File: config.mk
export PLATFORM = sky130hd
export DESIGN_NAME = cir_config_identity_registers
export DESIGN_NICKNAME = d
export VERILOG_FILES = /design/src/core/cir_pkg.sv /design/src/core/cir_config_identity_registers.sv
export SDC_FILE = /design/constraint.sdc
export NUM_CORES = 1
export LEC_CHECK = 0
export CORE_ASPECT_RATIO = 1.1
export CORE_UTILIZATION = 45
export CTS_CLUSTER_DIAMETER = 40
export DETAILED_ROUTE_END_ITERATION = 16
export DONT_BUFFER_PORTS = 1
export GPL_TIMING_DRIVEN = 1
export PLACE_DENSITY_LB_ADDON = 0.1
export SKIP_CTS_REPAIR_TIMING = 1
export SLEW_MARGIN = 15
export SYNTH_ARGS = -nofsm -noshare
export SYNTH_HDL_FRONTEND = slang
export SYNTH_SLANG_ARGS = --single-unit
File: constraint.sdc
create_clock -name clk_sys -period 3.7 [get_ports clk_sys]
set_input_delay 0.74 -clock clk_sys [delete_from_list [all_inputs] [get_ports clk_sys]]
set_output_delay 0.74 -clock clk_sys [all_outputs]
set_load 0.02 [all_outputs]
File: src/core/cir_pkg.sv
// Constants and types shared by the identity and configuration capture bank.
package cir_pkg;

   // ----------------------------------------------------------------------
   // Register offsets and layout
   // ----------------------------------------------------------------------
   localparam logic [7:0] OFF_VENDOR_HIGH = 8'h00;
   localparam logic [7:0] OFF_VENDOR_LOW = 8'h01;
   localparam logic [7:0] OFF_PRODUCT = 8'h02;
   localparam logic [7:0] OFF_REVISION = 8'h03;
   localparam logic [7:0] OFF_SERIAL = 8'h04;
   localparam logic [7:0] OFF_SOFT_CAPTURE = 8'h08;
   localparam int SRC_BIT = 7;
   localparam int CODE_LSB = 4;
   localparam int CODE_MSB = 6;
   localparam logic [7:0] READ_IDLE = 8'h00;
   localparam logic [7:0] SERIAL_RESET = 8'h00;
   localparam logic [7:0] CAPTURE_RESET = 8'h00;
   localparam logic [2:0] CODE_HARD = 3'h0;
   localparam logic [2:0] CODE_UPPER_STEP = 3'h3;

   // ----------------------------------------------------------------------
   // Types
   // ----------------------------------------------------------------------
   // Level seen on the tri-level lower pin of the soft pin pair.
   typedef enum logic [1:0] {
      CIR_LVL_LOW = 2'h0,
      CIR_LVL_MID = 2'h1,
      CIR_LVL_HIGH = 2'h2
   } cir_level_t;

   // Configuration pins as they arrive from the pads.
   typedef struct packed {
      logic srcPin;
      logic upperPin;
      logic [1:0] lowerLevel;
   } cir_pins_t;

   // Register port request from the serial port logic.
   typedef struct packed {
      logic rd;
      logic wr;
      logic [7:0] addr;
      logic [7:0] wdata;
   } cir_req_t;

endpackage

File: src/core/cir_config_identity_registers.sv
// Read-only identity registers and reset-release pin capture register.
`timescale 1ns/1ps
`default_nettype none
module cir_config_identity_registers #(
   parameter logic [15:0] VENDOR_CODE = 16'h5a3c, // Arbitrary value.
   parameter logic [7:0] PRODUCT_CODE = 8'h7e, // Arbitrary value.
   parameter logic [7:0] DIE_REVISION = 8'h04 // Arbitrary value.
) (
   // Clock and reset.
   input wire logic clk_sys,
   input wire logic rst_n,
   // Configuration pads, asynchronous.
   input wire cir_pkg::cir_pins_t pins,
   // Non-volatile memory load path, same clock.
   input wire logic nvmSerialValid,
   input wire logic [7:0] nvmSerialData,
   // Register port.
   input wire cir_pkg::cir_req_t req,
   output logic regAck,
   output logic [7:0] regRdata
);
   import cir_pkg::*;

   // ----------------------------------------------------------------------
   // Pad synchronisers
   // ----------------------------------------------------------------------
   cir_pins_t pinsMeta_ff;
   cir_pins_t pinsSync_ff;

   // Pads are asynchronous, so two flops precede any use; no reset needed.
   // Only the second flop is read; the first may still be settling.
   always_ff @(posedge clk_sys) begin
      pinsMeta_ff <= pins;
      pinsSync_ff <= pinsMeta_ff;
   end

   // ----------------------------------------------------------------------
   // Soft pin pair encoding
   // ----------------------------------------------------------------------
   logic [2:0] lowerCode;
   logic [2:0] pairCode;

   // An illegal lower level is read as high rather than inventing a code 6.
   // Legal levels form codes 0 to 5 only; 6 and 7 never leave here.
   always_comb begin
      unique case (pinsSync_ff.lowerLevel)
         CIR_LVL_LOW: lowerCode = 3'h0;
         CIR_LVL_MID: lowerCode = 3'h1;
         default: lowerCode = 3'h2;
      endcase
      // Upper pin adds three steps above the lower level.
      pairCode = pinsSync_ff.upperPin ? 3'(lowerCode + CODE_UPPER_STEP)
                                      : lowerCode;
   end

   // ----------------------------------------------------------------------
   // Capture at reset release
   // ----------------------------------------------------------------------
   logic capDone_ff;
   logic [7:0] capture_ff;
   logic [7:0] nxt_capture;

   always_comb begin
      nxt_capture = CAPTURE_RESET; // Reserved bits stay zero.
      nxt_capture[SRC_BIT] = pinsSync_ff.srcPin;
      // Hard mode hides the pair code.
      nxt_capture[CODE_MSB:CODE_LSB] = pinsSync_ff.srcPin ? CODE_HARD
                                                          : pairCode;
   end

   // The first edge after release takes the pins, then they freeze.
   // Pads must be steady two edges before release, or the old level still
   // sitting in the synchroniser is what gets frozen.
   always_ff @(posedge clk_sys) begin
      if (!rst_n) begin
         capDone_ff <= 1'b0;
         capture_ff <= CAPTURE_RESET;
      end else if (!capDone_ff) begin
         capDone_ff <= 1'b1;
         capture_ff <= nxt_capture;
      end
   end

   // ----------------------------------------------------------------------
   // Unit serial byte
   // ----------------------------------------------------------------------
   logic serialLoaded_ff;
   logic [7:0] serial_ff;

   // Only the first memory word after reset is taken; nothing else writes.
   // A stray later word is dropped silently, as the byte is factory data.
   always_ff @(posedge clk_sys) begin
      if (!rst_n) begin
         serialLoaded_ff <= 1'b0;
         serial_ff <= SERIAL_RESET;
      end else if (nvmSerialValid && !serialLoaded_ff) begin
         serialLoaded_ff <= 1'b1;
         serial_ff <= nvmSerialData;
      end
   end

   // ----------------------------------------------------------------------
   // Register read port
   // ----------------------------------------------------------------------
   logic [7:0] nxt_rdata;

   // Every register is read-only, so write data is dropped.
   always_comb begin
      unique case (req.addr)
         OFF_VENDOR_HIGH: nxt_rdata = VENDOR_CODE[15:8];
         OFF_VENDOR_LOW: nxt_rdata = VENDOR_CODE[7:0];
         OFF_PRODUCT: nxt_rdata = PRODUCT_CODE;
         OFF_REVISION: nxt_rdata = DIE_REVISION;
         OFF_SERIAL: nxt_rdata = serial_ff;
         OFF_SOFT_CAPTURE: nxt_rdata = capture_ff;
         default: nxt_rdata = READ_IDLE;
      endcase
   end

   // Answer one cycle after the request; writes are acknowledged only.
   // Unmapped offsets answer zero, so probing the map is harmless.
   always_ff @(posedge clk_sys) begin
      if (!rst_n) begin
         regAck <= 1'b0;
         regRdata <= READ_IDLE;
      end else begin
         regAck <= req.rd || req.wr;
         regRdata <= req.rd ? nxt_rdata : READ_IDLE;
      end
   end
endmodule
`default_nettype wire

# Yosys cells after proc, flatten, opt, wreduce, memory -nomap -nowiden

Cells that the tools add are included.

Bits in registers: 31
Bits of input ports: 33

Add/subtract/negate cells: 1
Equality and inequality tests: 6
Mux-type cells: 5
Reduce and logical (&&, ||, !) cells: 6

Operator list:

| operator            | number |
|---|---|
| $pmux 8 s6          | 1 |
| $eq 8x2->1 const B  | 2 |
| $eq 8x1->1 const B  | 1 |
| $eq 8x3->1 const B  | 1 |
| $eq 8x4->1 const B  | 1 |
| $logic_not 8->1     | 1 |
| $mux 3              | 2 |
| $pmux 2 s2          | 1 |
| $add 3x2->3 const B | 1 |
| $eq 2x1->1 const B  | 1 |
| $logic_not 2->1     | 1 |
| $reduce_and 2->1    | 1 |
| $logic_and 1x1->1   | 1 |
| $logic_not 1->1     | 1 |
| $logic_or 1x1->1    | 1 |
| $mux 1              | 1 |

# Depth between registers and ports, before layout

Depth in word-level cells: 5
Depth in mapped cells: 4

# Least setup slack after synthesis

Ideal clock, no wire load.

Path type: input-to-reg
Start point: input port req[13] (netlist name)
End point: register regRdata[6]
Arrival: 1.868 ns
Slack: 1.758 ns
Stages: 4
Path buffers: 0
Cells stage by stage: or4_4 nor4b_4 nand2_1 a31oi_1

Cells in the longest elaborated chain, start to end: 2
Elaborated cells on any way between the ends: 7

Ends and longest elaborated chain:

| element                                  | RTL line                             | source |
|---|---|---|
| from (decl)                              | cir_config_identity_registers.sv:18  | `input wire cir_pkg::cir_req_t req,` |
| $eq 8x4->1, or another cell as far along | cir_config_identity_registers.sv:109 | `unique case (req.addr)` |
| $pmux 8 s6 (*)                           | cir_config_identity_registers.sv:109 |  |
| to (signal assigned)                     | cir_config_identity_registers.sv:128 | `regRdata <= req.rd ? nxt_rdata : READ_IDLE;` |
| to (decl)                                | cir_config_identity_registers.sv:20  | `output logic [7:0] regRdata` |

Mark *: on every way between the ends. The rest lies on a longest branch, timed or not.
A chain may end at the register's enable or synchronous reset.

# Worst setup path after layout

Ends and elaborated chain as after synthesis.

==> impl_metrics.ini <==
[global_routing]
grt.met2_usage = 0.2329
grt_pass1_wl_mm = 2.849
antenna_found_initial = 0
grt_overflow_total = 0
use_met3 = 0.09167
track_usage = 0.1600
grt_max_degree = 18
grt_pass1_vias = 594
grt_busiest_layer = met2
met1_usage = 0.1826

[drt]
postRouteAntennaNets = 0
wirelength_mm = 1.768
drc_errors = 0
drtIter0Drc = 14
routedWlPerCell_um = 13.19
viasPerCell = 5.201
firstDrtPassIters = 4
vias = 697

[yosys]
syn_area_per_cell_um2 = 11.39
synthDistinctLibCells = 25
ys_ff_latch = 31
synth_area_um2 = 1116
yosys_warnings = 0
syn-num-nets = 131
netlist_instances = 98
synth-seq-area-share = 0.5561

[power]
combPwrFrac = 0.044
switching_share = 0.2020
p_per_area_nw_per_um2 = 532.2
clock_power_share = 0.413
seqPwrFrac = 0.543
p_leak_nw = 0.4314
vdd_drop_max_v = 0.0003207
power_switching_uw = 132.5
intPower_uw = 523.4

[clock_tree]
clockBufferDepth = 2
cts_made_buffers = 5
clkSinkCount = 31
clock_latency_ns = 0.33
clk_pin_slew_ns = 0.10
cts-root-buf = clkbuf_4
htree_levels = 2
cts_tree = built

[worst_setup_path]
r2r_start = serialLoaded_ff
critical_path_arrival_ns = 1.99
path_class = input port to flop
startpoint_type = input port
cp_max_fo = 5
critPathLaunch = req[13]
cp-end-kind = flop
worstPathRequired_ns = 3.96

[timing]
final_max_slew_viol_count = 0
skew_ns = 0.006929
fin_tns_setup_ns = 0
hold_violations = 0
min_period_over_period = 0.4692
rsz0062_at_grt = no
worst_slew_pin_slew_ns = 0.8768
fin_crit_ns = 1.736
max_freq_mhz = 576.1
relSlewSlack = 0.4142
setup_viol = 0

[final_layout]
regArea_um2 = 620.6
multi_input_area_um2 = 488.0
layout_common_cells = dfxtp_1 (31), nor2b_1 (12), mux2i_1 (9), nand2_1 (8), a22oi_1 (6)
syn_to_final_growth_pct = 10.43
fin_nets = 136
layout_commonest_cell = dfxtp_1
diodes = 0
fin_cells = 134
fill_cells = 225
drive_gt1_frac = 0.1442

[hold_path]
hold_start = pinsMeta_ff[3]
hold_path_class = flop to flop

[floorplan]
die_x_um = 49.49
core_region_area_um2 = 2297
fp.dieH_um = 54.23
row_count = 18
die_area_um2 = 2684
pin_count = 42
start_util = 0.4858

[place]
dp_cells = 126
place_congestion = 0.7349
post-dp-hpwl_mm = 1.292
placement.io_buffers = 0

[outcome]
outcome = complete, no violations

[flow_run]
cap_violations = 0
## final cells by class
class | count | share of cell area
sequential | 31 | 0.5036
clock buffer | 6 | 0.04162
multi-input combinational | 65 | 0.3959
tap | 30 | 0.03046
clock inverter | 2 | 0.02843
## per-stage QoR
step                      setup slack [ns]  hold slack [ns]  instance area, um2    util  power, mW
after floorplan                      1.758           0.3096                1116       -     0.3891
after global placement               1.657           0.3128                1146  0.4989     0.3921
after detailed placement             1.635           0.3165                1146  0.4989     0.3933
after CTS                            1.984           0.3383                1232  0.5365     0.6647
after global routing                 1.933           0.3407                1232  0.5365     0.6880
final                                1.964           0.3344                1232  0.5365     0.6559
## state kept, by name (all words and copies together) (netlist names)
| register | flops |
|---|---|
| regRdata | 8 |
| serial_ff | 8 |
| capture_ff | 4 |
| pinsMeta_ff | 4 |
| pinsSync_ff | 3 |
| capDone_ff | 1 |
| nxt_capture | 1 |
| regAck | 1 |
| serialLoaded_ff | 1 |
## final timing paths
check / endpoint / slack, ns / depth (start not counted)
worst max-delay path: regRdata[6] / 1.96 / 4
worst min-delay path: nxt_capture[7] / 0.33 / 0
worst max register to register: serial_ff[6] / 2.28 / 3
worst min register to register: nxt_capture[7] / 0.33 / 0
## routing by layer
layer  wire length, um  part of all wire
met1               838              0.47
met3               155             0.088
met4                36             0.020
met2               737              0.42
met5                 0                 0
## Yosys cell counts
library cell,count,area [um2]
xnor2_1,2,17.52
o21ai_0,1,5.000
nor3_4,2,32.53
nor4b_4,1,23.77
dfxtp_1,31,620.6
a21boi_0,2,15.01
mux2i_1,9,90.09
a22oi_1,6,45.04
a31oi_1,1,6.260
o21a_1,2,15.01
or2_2,1,6.260
xor2_1,1,8.760
nor2b_1,12,75.07
clkbuf_1,2,7.510
nand3_1,1,5.000
or4_4,1,11.26
a21oi_1,3,15.01
nor2_1,4,15.01
nor3_2,1,10.01
nor4_1,1,6.260
nand2b_1,3,18.77
nor3b_1,1,7.510
o211ai_4,1,21.27
o211ai_1,1,7.510
nand2_1,8,30.03
## power by group through the flow
stage                     logic (mW)  registers, mW  clock network [mW]
after floorplan               0.0277          0.361                   0
after CTS                     0.0290          0.357               0.279
after detailed placement      0.0289          0.364                   0
final                         0.0288          0.356               0.271
after global routing          0.0317          0.358               0.298
after global placement        0.0283          0.364                   0
## critical path, stage by stage
cell and delay (ns):
or4_4 0.59, nor4b_4 0.38, nand2_1 0.10, a31oi_1 0.17
## cell families after synthesis
logic type / synth area share
AND/OR/NAND/NOR: 0.2164
multiplexers: 0.08072
flip-flops: 0.5561
buffers and inverters: 0.006729
AO/OA/AOI/OAI: 0.1166
XOR/XNOR: 0.02355
(Power assumes the default switching activity.)
